`config.mk`:
```
export PLATFORM = sky130hd
export DESIGN_NAME = pcct_top
export DESIGN_NICKNAME = d
export VERILOG_FILES = /design/src/rtl/pcct_top.v /design/src/rtl/pcct_tmr_reg.v /design/src/rtl/pcct_len.v
export VERILOG_INCLUDE_DIRS = /design/src /design/src/rtl
export SDC_FILE = /design/constraint.sdc
export NUM_CORES = 1
export LEC_CHECK = 0
export ABC_AREA = 1
export BUFFER_PORTS_ARGS = -buffer_cell sky130_fd_sc_hd__buf_2
export CAP_MARGIN = 0
export CORE_MARGIN = 2
export CORE_UTILIZATION = 45
export CTS_BUF_LIST = sky130_fd_sc_hd__clkbuf_4 sky130_fd_sc_hd__clkbuf_8
export DETAILED_ROUTE_END_ITERATION = 8
export PLACE_DENSITY = 0.63
export SYNTH_ARGS = -nofsm -noshare
export SYNTH_HDL_FRONTEND = slang
export SYNTH_SLANG_ARGS = --single-unit
```
`constraint.sdc`:
```
create_clock -name clock_in -period 2.6 [get_ports clock_in]
set_input_delay 0.13 -clock clock_in [delete_from_list [all_inputs] [get_ports clock_in]]
set_output_delay 0.13 -clock clock_in [all_outputs]
set_load 0.005 [all_outputs]
```
`src/rtl/pcct_defs.vh`:
```
`ifndef PCCT_DEFS_VH
`define PCCT_DEFS_VH

`define PCCT_ADDR_SETUP0     8'h3a
`define PCCT_ADDR_CMD0       8'h3b
`define PCCT_ADDR_REC0       8'h3c
`define PCCT_ADDR_SETUP1     8'h3d
`define PCCT_ADDR_CMD1       8'h3e
`define PCCT_ADDR_REC1       8'h3f
`define PCCT_ADDR_MODE       8'h40
`define PCCT_ADDR_IOWIN      8'h41
`define PCCT_ADDR_STATUS     8'h42

`define PCCT_RST_SETUP       8'h01
`define PCCT_RST_CMD0        8'h05
`define PCCT_RST_CMD1        8'h14
`define PCCT_RST_REC         8'h00
`define PCCT_RST_MODE        8'h00
`define PCCT_RST_IOWIN       8'h00

`define PCCT_PRE_HI          7
`define PCCT_PRE_LO          6
`define PCCT_MUL_HI          5
`define PCCT_MUL_LO          0
`define PCCT_MODE_ATA_BIT    0
`define PCCT_IOWIN0_SET_BIT  3
`define PCCT_IOWIN1_SET_BIT  7
`define PCCT_ATA_CS_ADDR_BIT 9

`define PCCT_SHIFT_W16       4
`define PCCT_SHIFT_W256      8
`define PCCT_SHIFT_W4096     12

`define PCCT_LEN_W           18
`define PCCT_ADDR_W          26

`define PCCT_ST_IDLE         2'h0
`define PCCT_ST_SETUP        2'h1
`define PCCT_ST_CMD          2'h2
`define PCCT_ST_RECOV        2'h3

`endif

```
`src/rtl/pcct_top.v`:
```
`timescale 1ns/1ps
`default_nettype none
`include "pcct_defs.vh"
module pcct_top (
  input  wire                   clock_in,
  input  wire                   reset_in,
  input  wire [7:0]             reg_addr_in,
  input  wire [7:0]             reg_wr_data_in,
  input  wire                   reg_wr_in,
  input  wire                   reg_rd_in,
  output reg  [7:0]             reg_rd_data_out,
  input  wire                   cyc_req_in,
  input  wire                   cyc_io_in,
  input  wire                   cyc_write_in,
  input  wire                   cyc_window_in,
  input  wire [`PCCT_ADDR_W-1:0] cyc_addr_in,
  output reg                    cyc_ready_out,
  output reg                    cyc_done_out,
  output reg                    cyc_refused_out,
  output reg                    ata_mode_out,
  output reg                    card_ce1_n_out,
  output reg                    card_ce2_n_out,
  output reg                    card_oe_n_out,
  output reg                    card_we_n_out,
  output reg                    card_iord_n_out,
  output reg                    card_iowr_n_out,
  output reg  [`PCCT_ADDR_W-1:0] card_addr_out
);
  wire [7:0] setup0;
  wire [7:0] cmd0;
  wire [7:0] rec0;
  wire [7:0] setup1;
  wire [7:0] cmd1;
  wire [7:0] rec1;
  wire [7:0] mode;
  wire [7:0] iowin;

  wire [`PCCT_LEN_W-1:0] setup_len0;
  wire [`PCCT_LEN_W-1:0] setup_len1;
  wire [`PCCT_LEN_W-1:0] cmd_len0;
  wire [`PCCT_LEN_W-1:0] cmd_len1;
  wire [`PCCT_LEN_W-1:0] rec_len0;
  wire [`PCCT_LEN_W-1:0] rec_len1;

  reg  [1:0]             state_reg;
  reg  [`PCCT_LEN_W-1:0] count_reg;
  reg                    set_reg;
  reg                    io_reg;
  reg                    write_reg;

  // timing registers; all writes accepted in either socket mode
  pcct_tmr_reg #(.RESET_VALUE(`PCCT_RST_SETUP), .ADDRESS(`PCCT_ADDR_SETUP0)) u_setup0 (
    .clock_in   (clock_in),
    .reset_in   (reset_in),
    .addr_in    (reg_addr_in),
    .wr_data_in (reg_wr_data_in),
    .wr_in      (reg_wr_in),
    .value_out  (setup0)
  );
  pcct_tmr_reg #(.RESET_VALUE(`PCCT_RST_CMD0), .ADDRESS(`PCCT_ADDR_CMD0)) u_cmd0 (
    .clock_in   (clock_in),
    .reset_in   (reset_in),
    .addr_in    (reg_addr_in),
    .wr_data_in (reg_wr_data_in),
    .wr_in      (reg_wr_in),
    .value_out  (cmd0)
  );
  pcct_tmr_reg #(.RESET_VALUE(`PCCT_RST_REC), .ADDRESS(`PCCT_ADDR_REC0)) u_rec0 (
    .clock_in   (clock_in),
    .reset_in   (reset_in),
    .addr_in    (reg_addr_in),
    .wr_data_in (reg_wr_data_in),
    .wr_in      (reg_wr_in),
    .value_out  (rec0)
  );
  pcct_tmr_reg #(.RESET_VALUE(`PCCT_RST_SETUP), .ADDRESS(`PCCT_ADDR_SETUP1)) u_setup1 (
    .clock_in   (clock_in),
    .reset_in   (reset_in),
    .addr_in    (reg_addr_in),
    .wr_data_in (reg_wr_data_in),
    .wr_in      (reg_wr_in),
    .value_out  (setup1)
  );
  pcct_tmr_reg #(.RESET_VALUE(`PCCT_RST_CMD1), .ADDRESS(`PCCT_ADDR_CMD1)) u_cmd1 (
    .clock_in   (clock_in),
    .reset_in   (reset_in),
    .addr_in    (reg_addr_in),
    .wr_data_in (reg_wr_data_in),
    .wr_in      (reg_wr_in),
    .value_out  (cmd1)
  );
  pcct_tmr_reg #(.RESET_VALUE(`PCCT_RST_REC), .ADDRESS(`PCCT_ADDR_REC1)) u_rec1 (
    .clock_in   (clock_in),
    .reset_in   (reset_in),
    .addr_in    (reg_addr_in),
    .wr_data_in (reg_wr_data_in),
    .wr_in      (reg_wr_in),
    .value_out  (rec1)
  );
  pcct_tmr_reg #(.RESET_VALUE(`PCCT_RST_MODE), .ADDRESS(`PCCT_ADDR_MODE)) u_mode (
    .clock_in   (clock_in),
    .reset_in   (reset_in),
    .addr_in    (reg_addr_in),
    .wr_data_in (reg_wr_data_in),
    .wr_in      (reg_wr_in),
    .value_out  (mode)
  );
  pcct_tmr_reg #(.RESET_VALUE(`PCCT_RST_IOWIN), .ADDRESS(`PCCT_ADDR_IOWIN)) u_iowin (
    .clock_in   (clock_in),
    .reset_in   (reset_in),
    .addr_in    (reg_addr_in),
    .wr_data_in (reg_wr_data_in),
    .wr_in      (reg_wr_in),
    .value_out  (iowin)
  );

  pcct_len u_len_s0 (.value_in(setup0), .length_out(setup_len0));
  pcct_len u_len_s1 (.value_in(setup1), .length_out(setup_len1));
  pcct_len u_len_c0 (.value_in(cmd0),   .length_out(cmd_len0));
  pcct_len u_len_c1 (.value_in(cmd1),   .length_out(cmd_len1));
  pcct_len u_len_r0 (.value_in(rec0),   .length_out(rec_len0));
  pcct_len u_len_r1 (.value_in(rec1),   .length_out(rec_len1));

  wire ata = mode[`PCCT_MODE_ATA_BIT];

  // memory cycles always run on timer set 0
  wire req_set = cyc_io_in & (cyc_window_in ? iowin[`PCCT_IOWIN1_SET_BIT]
                                            : iowin[`PCCT_IOWIN0_SET_BIT]);
  wire req_refused = cyc_req_in & cyc_ready_out & ata & ~cyc_io_in;
  wire req_taken   = cyc_req_in & cyc_ready_out & ~req_refused;

  wire [`PCCT_LEN_W-1:0] req_setup_len = req_set ? setup_len1 : setup_len0;
  wire [`PCCT_LEN_W-1:0] cur_cmd_len   = set_reg ? cmd_len1   : cmd_len0;
  wire [`PCCT_LEN_W-1:0] cur_rec_len   = set_reg ? rec_len1   : rec_len0;
  wire                   last          = (count_reg == {{(`PCCT_LEN_W-1){1'b0}}, 1'b1});

  // ata drive sees only a2..a0 and a9; a9 carries cs1, ce1 carries cs0
  wire                    ata_cs1  = cyc_addr_in[`PCCT_ATA_CS_ADDR_BIT];
  wire [`PCCT_ADDR_W-1:0] ata_addr = {{(`PCCT_ADDR_W-10){1'b0}}, ~ata_cs1, 6'h00, cyc_addr_in[2:0]};

  // phase boundaries for the pin drivers; the count decrement for the sequencer
  wire                   in_idle   = (state_reg == `PCCT_ST_IDLE);
  wire                   setup_end = (state_reg == `PCCT_ST_SETUP) & last;
  wire                   cmd_end   = (state_reg == `PCCT_ST_CMD) & last;
  wire [`PCCT_LEN_W-1:0] count_dec = count_reg - {{(`PCCT_LEN_W-1){1'b0}}, 1'b1};

  // phase sequencer: each phase loads its own length from the chosen set
  always @(posedge clock_in) begin
    if (reset_in) begin
      state_reg       <= `PCCT_ST_IDLE;
      count_reg       <= {`PCCT_LEN_W{1'b0}};
      set_reg         <= 1'b0;
      io_reg          <= 1'b0;
      write_reg       <= 1'b0;
      cyc_ready_out   <= 1'b1;
      cyc_done_out    <= 1'b0;
      cyc_refused_out <= 1'b0;
    end else begin
      cyc_done_out    <= 1'b0;
      cyc_refused_out <= req_refused;
      case (state_reg)
        `PCCT_ST_IDLE: begin
          if (req_taken) begin
            state_reg     <= `PCCT_ST_SETUP;
            count_reg     <= req_setup_len;
            set_reg       <= req_set;
            io_reg        <= cyc_io_in;
            write_reg     <= cyc_write_in;
            cyc_ready_out <= 1'b0;
          end
        end
        `PCCT_ST_SETUP: begin
          if (last) begin
            state_reg <= `PCCT_ST_CMD;
            count_reg <= cur_cmd_len;
          end else begin
            count_reg <= count_dec;
          end
        end
        `PCCT_ST_CMD: begin
          if (last) begin
            state_reg <= `PCCT_ST_RECOV;
            count_reg <= cur_rec_len;
          end else begin
            count_reg <= count_dec;
          end
        end
        `PCCT_ST_RECOV: begin
          if (last) begin
            state_reg     <= `PCCT_ST_IDLE;
            cyc_ready_out <= 1'b1;
            cyc_done_out  <= 1'b1;
          end else begin
            count_reg <= count_dec;
          end
        end
        default: begin
          state_reg     <= `PCCT_ST_IDLE;
          cyc_ready_out <= 1'b1;
        end
      endcase
    end
  end

  // card enables: low from the take through the end of the command phase; in ata mode ce2 stays high and ce1 goes low only for cs0
  always @(posedge clock_in) begin
    if (reset_in) begin
      card_ce1_n_out <= 1'b1;
      card_ce2_n_out <= 1'b1;
    end else if (req_taken) begin
      if (ata) begin
        card_ce1_n_out <= ata_cs1;
        card_ce2_n_out <= 1'b1;
      end else begin
        card_ce1_n_out <= 1'b0;
        card_ce2_n_out <= 1'b0;
      end
    end else if (cmd_end) begin
      card_ce1_n_out <= 1'b1;
      card_ce2_n_out <= 1'b1;
    end
  end

  // address holds after the cycle until the next take
  always @(posedge clock_in) begin
    if (reset_in) begin
      card_addr_out <= {`PCCT_ADDR_W{1'b0}};
    end else if (req_taken) begin
      if (ata) begin
        card_addr_out <= ata_addr;
      end else begin
        card_addr_out <= cyc_addr_in;
      end
    end
  end

  // i/o strobes, active for the whole command phase
  always @(posedge clock_in) begin
    if (reset_in) begin
      card_iord_n_out <= 1'b1;
      card_iowr_n_out <= 1'b1;
    end else if (setup_end & io_reg) begin
      card_iord_n_out <= write_reg;
      card_iowr_n_out <= ~write_reg;
    end else if (cmd_end) begin
      card_iord_n_out <= 1'b1;
      card_iowr_n_out <= 1'b1;
    end
  end

  // memory strobes; oe parks low in ata mode, recovery included
  always @(posedge clock_in) begin
    if (reset_in) begin
      card_oe_n_out <= 1'b1;
      card_we_n_out <= 1'b1;
    end else if (setup_end & ~io_reg) begin
      card_oe_n_out <= write_reg;
      card_we_n_out <= ~write_reg;
    end else if (cmd_end | in_idle) begin
      card_oe_n_out <= ~ata;
      card_we_n_out <= 1'b1;
    end
  end

  always @(posedge clock_in) begin
    if (reset_in) begin
      ata_mode_out <= 1'b0;
    end else begin
      ata_mode_out <= ata;
    end
  end

  reg [7:0] rd_next;

  // unmapped indexes and slots without a read strobe give zero
  always @* begin
    rd_next = 8'h00;
    if (reg_rd_in) begin
      case (reg_addr_in)
        `PCCT_ADDR_SETUP0: rd_next = setup0;
        `PCCT_ADDR_CMD0:   rd_next = cmd0;
        `PCCT_ADDR_REC0:   rd_next = rec0;
        `PCCT_ADDR_SETUP1: rd_next = setup1;
        `PCCT_ADDR_CMD1:   rd_next = cmd1;
        `PCCT_ADDR_REC1:   rd_next = rec1;
        `PCCT_ADDR_MODE:   rd_next = mode;
        `PCCT_ADDR_IOWIN:  rd_next = iowin;
        `PCCT_ADDR_STATUS: rd_next = {3'h0, ata, set_reg, state_reg, ~cyc_ready_out};
        default:           rd_next = 8'h00;
      endcase
    end
  end

  // read data valid only in the cycle after the strobe
  always @(posedge clock_in) begin
    if (reset_in) begin
      reg_rd_data_out <= 8'h00;
    end else begin
      reg_rd_data_out <= rd_next;
    end
  end
endmodule
`default_nettype wire

```
`src/rtl/pcct_tmr_reg.v`:
```
`timescale 1ns/1ps
`default_nettype none
module pcct_tmr_reg #(
  parameter [7:0] RESET_VALUE = 8'h00,
  parameter [7:0] ADDRESS     = 8'h00
) (
  input  wire       clock_in,
  input  wire       reset_in,
  input  wire [7:0] addr_in,
  input  wire [7:0] wr_data_in,
  input  wire       wr_in,
  output reg  [7:0] value_out
);
  // writes land at once, even mid-cycle; nothing waits for the cycle to end
  always @(posedge clock_in) begin
    if (reset_in) begin
      value_out <= RESET_VALUE;
    end else if (wr_in && addr_in == ADDRESS) begin
      value_out <= wr_data_in;
    end
  end
endmodule
`default_nettype wire

```
`src/rtl/pcct_len.v`:
```
`timescale 1ns/1ps
`default_nettype none
`include "pcct_defs.vh"
module pcct_len (
  input  wire [7:0]                value_in,
  output reg  [`PCCT_LEN_W-1:0]    length_out
);
  reg [`PCCT_LEN_W-1:0] mul_ext;
  reg [`PCCT_LEN_W-1:0] weighted;
  always @* begin
    mul_ext = {{(`PCCT_LEN_W-6){1'b0}}, value_in[`PCCT_MUL_HI:`PCCT_MUL_LO]};
    case (value_in[`PCCT_PRE_HI:`PCCT_PRE_LO])
      2'h0:    weighted = mul_ext;
      2'h1:    weighted = mul_ext << `PCCT_SHIFT_W16;
      2'h2:    weighted = mul_ext << `PCCT_SHIFT_W256;
      default: weighted = mul_ext << `PCCT_SHIFT_W4096;
    endcase
    // largest is 4096*63+1, fits the width with no carry out
    length_out = weighted + {{(`PCCT_LEN_W-1){1'b0}}, 1'b1};
  end
endmodule
`default_nettype wire

```
==> Word level (Yosys, flattened, before mapping) <==
Cells that the tools add are included.
{ "totals": {"regBits": 131, "latchBits": 0, "ramBits": 0, "rom_bits": 0, "input_bits": 50, "output_inout_bits": 44, "word_cells": 143, "mem_count": 0} }
{ "op_classes": {"addsub": 7, "mul": 0, "div": 0, "magnitude_cmp": 0, "eq_ne": 30, "shift": 0, "mux": 37, "bitwise": 19, "n_reduce_logical": 25} }
{ "op_table": {"columns": ["cell", "n"], "rows": [
  ["$pmux W18 S3", 6],
  ["$mux W18", 7],
  ["$add A18 B1 Y18 const B", 6],
  ["$pmux W18 S4", 1],
  ["$pmux W8 S9", 1],
  ["$eq A8 B6 Y1 const B", 6],
  ["$mux W26", 1],
  ["$eq A8 B7 Y1 const B", 3],
  ["$eq A18 B1 Y1 const B", 1],
  ["$sub A18 B1 Y18 const B", 1],
  ["$eq A2 B2 Y1 const B", 8],
  ["$mux W1", 15],
  ["$eq A2 B1 Y1 const B", 7],
  ["$logic_not A2 Y1", 7],
  ["$ne A2 B2 Y1 const B", 5],
  ["$and A1 B1 Y1", 9],
  ["$not A1 Y1", 9],
  ["$logic_and A1 B1 Y1", 8],
  ["$mux W2", 4],
  ["$pmux W2 S4", 1],
  ["$reduce_bool A2 Y1", 4],
  ["$reduce_and A2 Y1", 2],
  ["$reduce_and A4 Y1", 1],
  ["$reduce_or A2 Y1", 2],
  ["3 further kinds", 3]
]} }

==> Depth between registers and ports, before layout <==
Gate-level depths: netlist of run 1.
{ "depth": {"word_depth": 7, "depth_mapped": 15} }

==> Hierarchy <==
A second synthesis of run 1 with hierarchy kept.
{ "unflattened": {"cells_unflattened": 1619, "hier_area_um2": 9855.7} }
{ "modules_own_cells": {"columns": ["module", "instances", "cells_each", "area_each_um2", "seq_area_each_um2"], "rows": [
  ["pcct_top", 1, 769, 4606.9, 1341.3],
  ["pcct_len", 6, 53, 269.0, 0.0],
  ["pcct_tmr_reg (u_rec1)", 1, 75, 473.0, 160.2],
  ["pcct_tmr_reg (u_iowin)", 1, 65, 466.7, 160.2],
  ["pcct_tmr_reg (u_rec0)", 1, 67, 460.4, 160.2],
  ["pcct_tmr_reg (u_setup1)", 1, 65, 460.4, 160.2],
  ["pcct_tmr_reg (u_cmd1)", 1, 64, 454.2, 160.2],
  ["pcct_tmr_reg (u_cmd0)", 1, 66, 441.7, 160.2],
  ["pcct_tmr_reg (u_mode)", 1, 66, 440.4, 160.2],
  ["pcct_tmr_reg (u_setup0)", 1, 64, 437.9, 160.2]
]} }

==> Worst setup path after synthesis of run 1 <==
No wires, ideal clock.
{ "synth_timing": {"path_kind": "register -> register", "startpoint": "reg count_reg[0]", "endpoint": "reg count_reg[3]", "arrival_ns": 1.578, "t_required_ns": 2.483, "setup_slack_ns": 0.905, "path_stages_with_launch": 10, "n_path_buf": 1, "path_cell_list": "dfxtp_1 ha_1 nand2_1 nor3_2 nand4_1 o21ai_2 inv_1 clkbuf_1 o21ai_0 nor2_1"} }
{ "synth_between": {"elab_chain_cells": 3, "elab_cells_between_ends": 8} }
{ "synth_lines": {"columns": ["element", "line_no", "source"], "rows": [
  ["start, declared", "pcct_top.v:46", "reg [`PCCT_LEN_W-1:0] count_reg;"],
  ["start signal, assigned", "pcct_top.v:151", "count_reg <= {`PCCT_LEN_W{1'b0}};"],
  ["start signal, assigned", "pcct_top.v:165", "count_reg <= req_setup_len;"],
  ["start signal, assigned", "pcct_top.v:175", "count_reg <= cur_cmd_len;"],
  ["$sub A18 B1 Y18 or $eq A18 B1 Y1 (tied branches)", "pcct_top.v:145, pcct_top.v:135", null],
  ["$mux W18, or another cell as far along", "pcct_top.v:189", "if (last) begin"],
  ["$pmux W18 S4 or $reduce_and A2 Y1 (tied branches)", null, null]
]} }
Several ways; a longest one is shown, not always the timed one. The select of a mux whose other input is x is not followed.
A chain may end at the register's enable or synchronous reset.

==> Final worst setup path of run 1 <==
{ "layout_timing": {"startpoint": "reg count_reg[0]", "endpoint": "reg count_reg[6]"} }
Same word-level chain as after synthesis.

==> metrics.md, run 1 <==
| Metric | Value |
|---|---|
| Ys flop type | `dfxtp_1` |
| Outcome | `finished, final reports clean` |
| Worst skew pair latency | `0.45 ns` |
| Placeable Area | `16,500 µm²` |
| CTS Buf Count | `17` |
| Finished Cell Area | `8900 µm²` |
| Clk pin slew, worst setup/hold paths | `0.08 ns` |
| DRT Wirelength | `26,700 µm` |
| CTS Hold Bufs | `29` |
| Worst Path Arrival | `2.64 ns` |
| Gr usage total | `0.302` |
| Syn nets | `1,215` |
| Worst-margin pin slew | `0.708 ns` |
| DP HPWL | `19,900 µm` |
| RSZ-0062 raised after global routing | `no` |
| TritonCTS clock tree | `yes` |
| Worst setup margin | `0.300 ns` |
| Antenna Cells | `0` |
| Grt total ovfl | `0` |
| Via Count | `8,429` |
| Pwr dens | `~790 nW/µm²` |
| Clock root cell | `clkbuf_8` |
| Worst setup SP type | `register` |
| H-tree depth | `4` |
| Residual DRC | `0` |
| Vias in the first global route | `7,674` |
| Headroom to the max-slew limit | `0.526` |
| Hold Fails Final Rpt | `0` |
| Mean area per synthesized cell | `about 6.5 µm²` |
| # port buffers | `93` |
| Crit-path max FO | `14` |
| Fmax | `approximately 0.43 GHz` |
| Placed Area | `8180 µm²` |
| Initial core utilization | `0.456` |
| CTS-repair resized insts | `0` |
| Row count | `47` |
| Slew Limit Fails | `0` |
| Yosys warnings | `0` |
| Number of synthesized flops with an enable pin | `0` |
| Kind of critical path | `reg -> reg` |
| Drt first pass iters | `5` |
| Layout cells sized above 1 | `0.129` |
| Seq cells post-synth | `about 130` |
| Max FFs per register | `26` |
| Antenna Nets Post-Route | `0` |
| Post-route clock skew | `0.0130 ns` |
| Final setup viols | `0` |
| Initial antenna violation count | `0` |
| Crit end category | `register` |
| Seq/Total Area, Yosys | `0.350` |
| Worst slack at placement | `0.378 ns` |
| Fin util | `0.540` |
| Area Overhead vs Synth | `18.6%` |
| Post-synthesis cell area | `7500 µm²` |
| Setup tns final | `0 ns` |
| Lkg Pwr | `3.71 nW` |
| Post-Syn Instances | `1,155` |
| Setup Buffers After CTS | `0` |
| Commonest non-fill, non-tap cells in the layout | `nand2_1 (238), a21oi_1 (137), dfxtp_1 (131)` |
| Vias per cell | `5.61` |
| CTS Sinks | `~130` |
| Tcrit/Tclk final | `0.885` |
| Total of max-cap violations | `0` |
| Pin count of the biggest net entering global routing | `41` |
| Register area | `2620 µm²` |
| Area of the multi-input gates | `4170 µm²` |
| CP required | `2.94 ns` |
| Die H | `133 µm` |
| First-pass GRT wire length | `between 40,000 and 50,000 µm` |
| Fin crit period | `2.30 ns` |
| # fillers | `approximately 1,700` |
| Post-layout net count | `1,330` |
| Netlist cell types | `46` |
| Routed wire per std cell | `17.8 µm` |
| RD Place Congestion | `~0.98` |
| I/O pin total | `94` |
| Clk buf depth | `2` |
| Synth async-reset ratio | `0` |
| Flop2flop setup slack | `0.30 ns` |
| DRT iter0 DRCs | `between 1,000 and 1,500` |
| Hold Crit Class | `in -> reg` |
| Die Footprint | `roughly 18,000 µm²` |
| Commonest non-fill, non-tap cell in the layout | `nand2_1` |
| Peak supply drop | `0.395 mV` |
| Horiz. Die Dim | `~130 µm` |
-- power breakdown --
part	internal (mW)	total (mW)	leakage (nW)	switching [mW]
clock	1.02	1.87	0.211	0.844
combinational	0.937	2.77	2.43	1.83
sequential	2.22	2.41	1.07	0.181
-- kinds of logic after synthesis --
family	share of synthesized area
buffers and inverters	0.0944
flip-flops	0.350
XOR/XNOR	0.0140
AO/OA/AOI/OAI	0.252
adder cells (fa/ha/maj)	0.0167
AND/OR/NAND/NOR	0.273
-- metrics by stage --
stage                     std cells  hold slack (ns)  total power, mW
after floorplan                1155            0.209             4.34
after global routing           1502           0.0218             7.48
after detailed placement       1442            0.361             5.09
after CTS                      1502           0.0200             6.99
final                          1502           0.0336             7.04
after global placement         1442            0.357             5.12
-- cell type report --
class | count | area share
timing repair buffer | 142 | 0.102
inverter | 131 | 0.0554
clock inverter | 11 | 0.0173
sequential | 131 | 0.295
multi-input combinational | 847 | 0.469
tap | 220 | 0.0309
clock buffer | 20 | 0.0309
-- routing by layer --
layer	GRT usage	vias up	wire (µm)
met5	0	-	0
met4	0.116	0	1010
met3	0.0578	65	2200
met2	0.468	382	11700
met1	0.419	3862	11800
li1	-	4120	-
-- synth_stat cells (4+ instances only) --
library cell | number | share of area
nor3_1 | 10 | 0.0067
buf_2 | 13 | 0.0087
o21ai_0 | 125 | 0.083
o22ai_1 | 34 | 0.028
nor2_1 | 107 | 0.054
ha_1 | 10 | 0.017
nand4_1 | 10 | 0.0083
nand3_1 | 96 | 0.064
inv_1 | 128 | 0.064
o221ai_1 | 5 | 0.0058
a22oi_1 | 5 | 0.0050
xnor2_1 | 4 | 0.0047
xor2_1 | 8 | 0.0093
nand2_1 | 238 | 0.12
a31oi_1 | 5 | 0.0042
dfxtp_1 | 131 | 0.35
clkbuf_1 | 28 | 0.014
o211ai_1 | 15 | 0.015
or2_2 | 5 | 0.0042
a21oi_1 | 137 | 0.091
-- critical path: stages, from the launching register on --
cell,delay (ns)
dfxtp_1,0.41
ha_1,0.19
nand2_1,0.06
nor3_2,0.19
nand4_1,0.28
nand2_1,0.21
nand2_1,0.35
nand2_1,0.17
nand2_1,0.05
o21ai_0,0.17
a21oi_1,0.08
-- worst paths after layout --
check                                                  startpoint                                end  cells past startpoint
worst max-delay path                    count_reg[0]$_SDFFE_PP0P_          count_reg[6]$_SDFFE_PP0P_                     10
worst min-delay path                               cyc_addr_in[9]      card_addr_out[9]$_SDFFE_PP0P_                      4
worst max register to register          count_reg[0]$_SDFFE_PP0P_          count_reg[6]$_SDFFE_PP0P_                     10
worst min register to register  u_iowin.value_out[0]$_SDFFE_PP0P_  u_iowin.value_out[0]$_SDFFE_PP0P_                      2
(Power assumes the default switching activity.)
==> inputs of run 2 (changes only) <==
ABC_AREA = default   (was 1)
CTS_CLUSTER_DIAMETER = 40   (was default)
==> run 2 against run 1 <==
- register-to-register slack lost 0.10 ns
- highest routed layer is now met5
- clock skew decreased by 0.0050 ns
- final area up 3.5%
- setup slack got worse by 0.10 ns
- clock power up 6%
- global-route usage decreased by 1.6 points
- largest cell class unchanged
- area after synthesis is 2.4% higher
- die area rose by 2.3%
- power is 1.6% higher
- count of clock-buffer cells in the layout grew 1
- flip-flop and latch count unchanged
==> metrics.md, run 2 <==
| Metric | Value |
|---|---|
| Die Footprint | `18,100 µm² (was 17,700 µm²)` |
| Post-route clock skew | `0.00802 ns (was 0.0130 ns)` |
| Fmax | `0.416 GHz (was 0.435 GHz)` |
| CTS Buf Count | `17 (unchanged)` |
| Area Overhead vs Synth | `20.0% (was 18.6%)` |
| Number of synthesized flops with an enable pin | `0 (unchanged)` |
| Synth top area cells | `dfxtp_1 (34%), mux2i_1 (8.5%), nor2_1 (5.2%) (was dfxtp_1 (35%), nand2_1 (12%), a21oi_1 (9.1%))` |
| Clk buf depth | `2 (unchanged)` |
| Pin count of the biggest net entering global routing | `74 (was 41)` |
| Post-layout net count | `1,107 (was 1,330)` |
| Post-synth top area cell | `dfxtp_1 (unchanged)` |
| DRT iter0 DRCs | `978 (was 1,058)` |
| Final setup viols | `0 (unchanged)` |
| Post-synth top area share | `0.341 (was 0.350)` |
| Most used cell along the critical path | `nand2_1 (unchanged)` |
| Headroom to the max-slew limit | `0.499 (was 0.526)` |
| Seq cells post-synth | `131 (unchanged)` |
| Synth async-reset ratio | `0 (unchanged)` |
| Placeable Area | `16,600 µm² (was 16,500 µm²)` |
| Kind of critical path | `reg -> reg (unchanged)` |
| Outcome | `finished, final reports clean (unchanged)` |
| Syn nets | `998 (was 1,215)` |
| Antenna Cells | `0 (unchanged)` |
| Crit-path max cell delay | `0.41 ns (about the same)` |
| Crit-path max FO | `5 (was 14)` |
| Worst Path Arrival | `2.78 ns (was 2.64 ns)` |
| Via Count | `7,790 (was 8,429)` |
| RD Place Congestion | `0.929 (was 0.983)` |
| Residual DRC | `0 (unchanged)` |
| CP startpoint | `u_iowin.value_out[7]$_SDFFE_PP0P_ (was count_reg[0]$_SDFFE_PP0P_)` |
| Lkg Pwr | `3.54 nW (was 3.71 nW)` |
| Slowest CP cell | `a32oi_1 (was dfxtp_1)` |
| Die H | `135 µm (was 133 µm)` |
| Gr usage total | `0.286 (was 0.302)` |
| Tcrit/Tclk final | `0.924 (was 0.885)` |
| Worst setup SP type | `register (unchanged)` |
| Routed wire per std cell | `20.1 µm (was 17.8 µm)` |
| Vias in the first global route | `7,344 (was 7,674)` |
| Worst skew pair latency | `0.45 ns (about the same)` |
| Total of max-cap violations | `0 (unchanged)` |
| Commonest non-fill, non-tap cell in the layout | `dfxtp_1 (was nand2_1)` |
| CP required | `2.98 ns (was 2.94 ns)` |
| Hold Fails Final Rpt | `0 (unchanged)` |
| Min-delay src | `reg_wr_data_in[6] (was cyc_addr_in[9])` |
| Area of the multi-input gates | `4690 µm² (was 4170 µm²)` |
| Horiz. Die Dim | `135 µm (was 133 µm)` |
| Vias per cell | `6.09 (was 5.61)` |
| Peak supply drop | `0.519 mV (was 0.395 mV)` |
| Total power | `7.15 mW (was 7.04 mW)` |
| Post-Syn Instances | `938 (was 1,155)` |
| Post-synthesis cell area | `7680 µm² (was 7500 µm²)` |
| Grt total ovfl | `0 (unchanged)` |
| Hold Crit Class | `in -> reg (unchanged)` |
| Slew Limit Fails | `0 (unchanged)` |
| Mean area per synthesized cell | `8.19 µm² (was 6.50 µm²)` |
| Netlist cell types | `73 (was 46)` |
| Ys flop type | `dfxtp_1 (unchanged)` |
| Layout cells sized above 1 | `0.194 (was 0.129)` |
| Setup tns final | `0 ns (unchanged)` |
| Worst-margin pin slew | `0.751 ns (was 0.708 ns)` |
| I/O pin total | `94 (unchanged)` |
| # port buffers | `93 (unchanged)` |
| Initial antenna violation count | `1 (was 0)` |
| Synth cell count leaders | `dfxtp_1 (131), nor2_1 (107), nand2_1 (89) (was nand2_1 (238), a21oi_1 (137), dfxtp_1 (131))` |
| Initial core utilization | `0.461 (was 0.456)` |
| Most common cell in the synthesized netlist | `dfxtp_1 (was nand2_1)` |
| Crit-path cells | `mux2_2 -> nand2_1 -> nand3_1 -> nand2_1 -> ha_1 -> inv_1 -> or3_1 -> a32oi_1 -> a22oi_1 -> o22ai_1 (was ha_1 -> nand2_1 -> nor3_2 -> nand4_1 -> nand2_1 -> nand2_1 -> nand2_1 -> nand2_1 -> o21ai_0 -> a21oi_1)` |
| H-tree depth | `4 (unchanged)` |
| Yosys warnings | `0 (unchanged)` |
| First-pass GRT wire length | `40,700 µm (was 41,900 µm)` |
| Seq/Total Area, Yosys | `0.341 (was 0.350)` |
| DRT Wirelength | `25,800 µm (was 26,700 µm)` |
| Crit end category | `register (unchanged)` |
| Clock root cell | `clkbuf_8 (unchanged)` |
| Pwr dens | `776 nW/µm² (was 791 nW/µm²)` |
| Clk pin slew, worst setup/hold paths | `0.08 ns (about the same)` |
| # fillers | `1,569 (was 1,694)` |
| Antenna Nets Post-Route | `0 (unchanged)` |
| CTS Sinks | `131 (unchanged)` |
| Crit Reg-Reg Startpoint | `u_iowin.value_out[7]$_SDFFE_PP0P_ (was count_reg[0]$_SDFFE_PP0P_)` |
| Fin crit period | `2.40 ns (was 2.30 ns)` |
| DP HPWL | `18,200 µm (was 19,900 µm)` |
| Register area | `2620 µm² (unchanged)` |
| TritonCTS clock tree | `yes (unchanged)` |
| Commonest non-fill, non-tap cells in the layout | `dfxtp_1 (131), nor2_1 (107), buf_2 (92) (was nand2_1 (238), a21oi_1 (137), dfxtp_1 (131))` |
| RSZ-0062 raised after global routing | `no (unchanged)` |
| Row count | `47 (unchanged)` |
| Drt first pass iters | `8 (was 5)` |
| Max FFs per register | `26 (unchanged)` |
==> run 2: changes by cell type in the layout (fill, tap and decap cells not counted), moves of 29 or more <==
cell	change
nand2_1	-149
o21ai_0	-115
inv_1	-114
a21oi_1	-78
mux2i_1	+65
nand3_1	-43
a22oi_1	+38
buf_4	+29
==> run 2: cell families (layout without fill, tap and decap cells) <==
kind of cell | after synthesis | count (layout) | share of synthesized area
AO/OA/AOI/OAI | 234 | 234 | 0.212
AND/OR/NAND/NOR | 371 | 371 | 0.245
adder cells (fa/ha/maj) | 10 | 10 | 0.0163
buffers and inverters | 92 | 214 | 0.0482
XOR/XNOR | 22 | 22 | 0.0251
multiplexers | 78 | 78 | 0.111
flip-flops | 131 | 131 | 0.341
==> run 2: worst max-delay path, delay by kind of cell, from the launching register on <==
| kind | cells | cell delay [ns] |
|---|---|---|
| buffers and inverters | 1 | 0.05 |
| AND/OR/NAND/NOR | 4 | 0.73 |
| adder cells (fa/ha/maj) | 1 | 0.26 |
| flip-flops | 1 | 0.33 |
| AO/OA/AOI/OAI | 3 | 0.67 |
| multiplexers | 1 | 0.29 |
==> run 2: repair_timing <==
action / 4_1_cts / 5_1_grt
gates resized for setup: 0 / 1
setup endpoints to repair: 0 / 5
hold buffers: 27 / 0
hold endpoints to repair: 27 / 0
setup buffers: 0 / 0
==> run 2: per-stage QoR <==
stage	cells	hold WS [ns]	setup slack [ns]	utilization	area, µm²
5_1_grt	1280	0.0330	0.0174	0.554	9210
3_5_place_dp	1221	0.372	0.186	0.510	8480
3_3_place_gp	1221	0.361	0.224	0.510	8480
4_1_cts	1280	0.00942	0.176	0.553	9210
2_1_floorplan	938	0.209	0.0317	-	7680
6_report	1280	0.0386	0.197	0.554	9210
==> run 2: area by class of cell <==
cell class	instances	area share
multi-input combinational	715	0.509
sequential	131	0.285
tap	220	0.0299
timing repair buffer	169	0.121
clock inverter	11	0.0190
inverter	13	0.00530
clock buffer	21	0.0307
==> run 2: path summary, 6_finish.rpt <==
path,endpoint,slack [ns],depth (start not counted)
worst max-delay path,count_reg[4]$_SDFFE_PP0P_,0.20,10
worst min-delay path,u_setup1.value_out[6]$_SDFFE_PP0P_,0.04,3
worst max register to register,count_reg[4]$_SDFFE_PP0P_,0.20,10
worst min register to register,card_addr_out[2]$_SDFFE_PP0P_,0.45,2
==> run 2: layer usage <==
metal,up-vias,GRT usage,routed length (µm)
met4,2,0.0848,572
met1,3723,0.398,11400
met3,46,0.0619,1850
met2,345,0.447,11900
met5,-,0,11
li1,3674,-,-
==> run 2: power by group <==
part / switching (mW) / leakage, nW / internal [mW]
Clock: 0.855 / 0.226 / 1.14
Combinational: 1.67 / 2.25 / 1.09
Sequential: 0.212 / 1.06 / 2.19
==> inputs of run 3 (changes only) <==
CTS_BUF_LIST = default   (was sky130_fd_sc_hd__clkbuf_4 sky130_fd_sc_hd__clkbuf_8)
==> run 3 against run 2 <==
- first-iteration DRC count is 7.6% lower
- sequential power is essentially flat
- maximum frequency hardly changed
- power rose by 9.1%
- clock power is 32% higher
- critical path type unchanged
- critical endpoint unchanged
- highest routed layer unchanged
==> metrics.md, run 3 (synthesis gave the netlist of run 2 again) <==
| Metric | Value |
|---|---|
| # fillers | `1,541 (was 1,569)` |
| Crit-path cells | `mux2_2 -> nand2_1 -> nand3_1 -> nand2_1 -> ha_1 -> inv_1 -> or3_1 -> a32oi_1 -> a22oi_1 -> o22ai_1 (unchanged)` |
| Worst setup SP type | `register (unchanged)` |
| Routed wire per std cell | `20.2 µm (was 20.1 µm)` |
| Vias in the first global route | `7,390 (was 7,344)` |
| DRT iter0 DRCs | `904 (was 978)` |
| DRT Wirelength | `25,900 µm (was 25,800 µm)` |
| Clk pin slew, worst setup/hold paths | `0.06 ns (was 0.08 ns)` |
| Pin count of the biggest net entering global routing | `74 (unchanged)` |
| Hold Fails Final Rpt | `0 (unchanged)` |
| Crit end category | `register (unchanged)` |
| Headroom to the max-slew limit | `0.492 (was 0.499)` |
| Antenna Cells | `0 (unchanged)` |
| Slew Limit Fails | `0 (unchanged)` |
| M3 GR Usage | `0.0627 (was 0.0619)` |
| Worst Path Arrival | `2.75 ns (was 2.78 ns)` |
| CTS Buf Count | `17 (unchanged)` |
| Pwr dens | `830 nW/µm² (was 776 nW/µm²)` |
| Most used cell along the critical path | `nand2_1 (unchanged)` |
| Die H | `135 µm (unchanged)` |
| Final setup viols | `0 (unchanged)` |
| Initial antenna violation count | `1 (unchanged)` |
| CP required | `2.95 ns (was 2.98 ns)` |
| # port buffers | `93 (unchanged)` |
| Fin crit period | `2.40 ns (about the same)` |
| Post-layout net count | `1,107 (unchanged)` |
| Clk buf depth | `2 (unchanged)` |
| CTS Sinks | `131 (unchanged)` |
| Setup tns final | `0 ns (unchanged)` |
| Crit-path max FO | `5 (unchanged)` |
| Kind of critical path | `reg -> reg (unchanged)` |
| Drt first pass iters | `6 (was 8)` |
| Die Footprint | `18,100 µm² (unchanged)` |
| Commonest non-fill, non-tap cells in the layout | `dfxtp_1 (131), nor2_1 (107), buf_2 (92) (unchanged)` |
| Initial core utilization | `0.461 (unchanged)` |
| Placed Area | `8480 µm² (unchanged)` |
| Fmax | `0.416 GHz (about the same)` |
| Finished Cell Area | `9400 µm² (was 9210 µm²)` |
| Buf/Inv on CP | `1 (unchanged)` |
| Placeable Area | `16,600 µm² (unchanged)` |
| RD Place Congestion | `0.929 (unchanged)` |
| GRT busiest layer | `met2 (unchanged)` |
| Lkg Pwr | `3.62 nW (was 3.54 nW)` |
| Vias per cell | `6.09 (about the same)` |
| RSZ-0062 raised after global routing | `no (unchanged)` |
| Peak supply drop | `0.455 mV (was 0.519 mV)` |
| Max FFs per register | `26 (unchanged)` |
| Worst-margin pin slew | `0.761 ns (was 0.751 ns)` |
| First-pass GRT wire length | `41,000 µm (was 40,700 µm)` |
| Grt total ovfl | `0 (unchanged)` |
| Layout cells sized above 1 | `0.193 (was 0.194)` |
| Setup Buffers After CTS | `0 (unchanged)` |
| Hold Crit Class | `in -> reg (unchanged)` |
| Slowest CP cell | `a32oi_1 (unchanged)` |
| Residual DRC | `0 (unchanged)` |
| GR Layer Usage met2 | `0.451 (was 0.447)` |
| Met1 usage | `0.398 (about the same)` |
| Total of max-cap violations | `0 (unchanged)` |
| Antenna Nets Post-Route | `0 (unchanged)` |
| DP HPWL | `18,200 µm (unchanged)` |
| Row count | `47 (unchanged)` |
| I/O pin total | `94 (unchanged)` |
| Horiz. Die Dim | `135 µm (unchanged)` |
| Area Overhead vs Synth | `22.4% (was 20.0%)` |
| Via Count | `7,796 (was 7,790)` |
| TritonCTS clock tree | `yes (unchanged)` |
| H-tree depth | `4 (unchanged)` |
| Clock root cell | `clkbuf_16 (was clkbuf_8)` |
| Commonest non-fill, non-tap cell in the layout | `dfxtp_1 (unchanged)` |
| Tcrit/Tclk final | `0.924 (about the same)` |
| Crit path max-delay family | `simple AND/OR/NAND/NOR gates (unchanged)` |
| Worst skew pair latency | `0.42 ns (was 0.45 ns)` |
| Outcome | `finished, final reports clean (unchanged)` |
| Crit-path max cell delay | `0.40 ns (was 0.41 ns)` |
| Post-route clock skew | `0.00655 ns (was 0.00802 ns)` |
| Gr usage total | `0.288 (was 0.286)` |
[run 3: metal layers]
metal	wire (µm)	vias to the layer above
li1	-	3687
met1	11500	3732
met2	12000	332
met3	1780	43
met4	557	2
met5	11	-
[run 3: per-stage QoR]
stage / setup slack, ns / hold WS [ns] / util / total power, mW / cells
2_1_floorplan: 0.0317 / 0.209 / - / 4.26 / 938
3_3_place_gp: 0.224 / 0.361 / 0.510 / 5.10 / 1221
3_5_place_dp: 0.186 / 0.372 / 0.510 / 5.09 / 1221
4_1_cts: 0.162 / 0.0545 / 0.565 / 7.76 / 1280
5_1_grt: 0.0276 / 0.0778 / 0.565 / 8.17 / 1280
6_report: 0.197 / 0.0640 / 0.565 / 7.80 / 1280
[run 3: layout make-up]
class,count,area (µm²),share of cell area
inverter,13,48.8,0.00519
clock inverter,11,175,0.0186
tap,220,275,0.0293
sequential,131,2620,0.279
timing repair buffer,169,1120,0.119
clock buffer,21,470,0.0500
multi-input combinational,715,4690,0.499
[run 3: worst min-delay path: stages]
cell     delay, ns
buf_2         0.17
nand2_1       0.08
a21oi_1       0.05
[run 3: final timing paths]
path | start | end | slack, ns | cells past startpoint
min reg2reg | card_addr_out[2]$_SDFFE_PP0P_ | card_addr_out[2]$_SDFFE_PP0P_ | 0.45 | 2
min | reg_wr_data_in[6] | u_setup1.value_out[6]$_SDFFE_PP0P_ | 0.06 | 3
max | u_iowin.value_out[7]$_SDFFE_PP0P_ | count_reg[4]$_SDFFE_PP0P_ | 0.20 | 10
max reg2reg | u_iowin.value_out[7]$_SDFFE_PP0P_ | count_reg[4]$_SDFFE_PP0P_ | 0.20 | 10
[run 3: timing repair]
item,in CTS,in global routing
endpoints found under the hold margin,27,0
resized for setup,0,1
setup endpoints to repair,0,5
hold buffers,27,0
[run 3: where the power goes]
group          total (mW)  internal, mW  switching, mW
Combinational        2.78          1.09           1.69
Sequential           2.40          2.19          0.214
Clock                2.62          1.69          0.933
Total                7.80          4.97           2.83
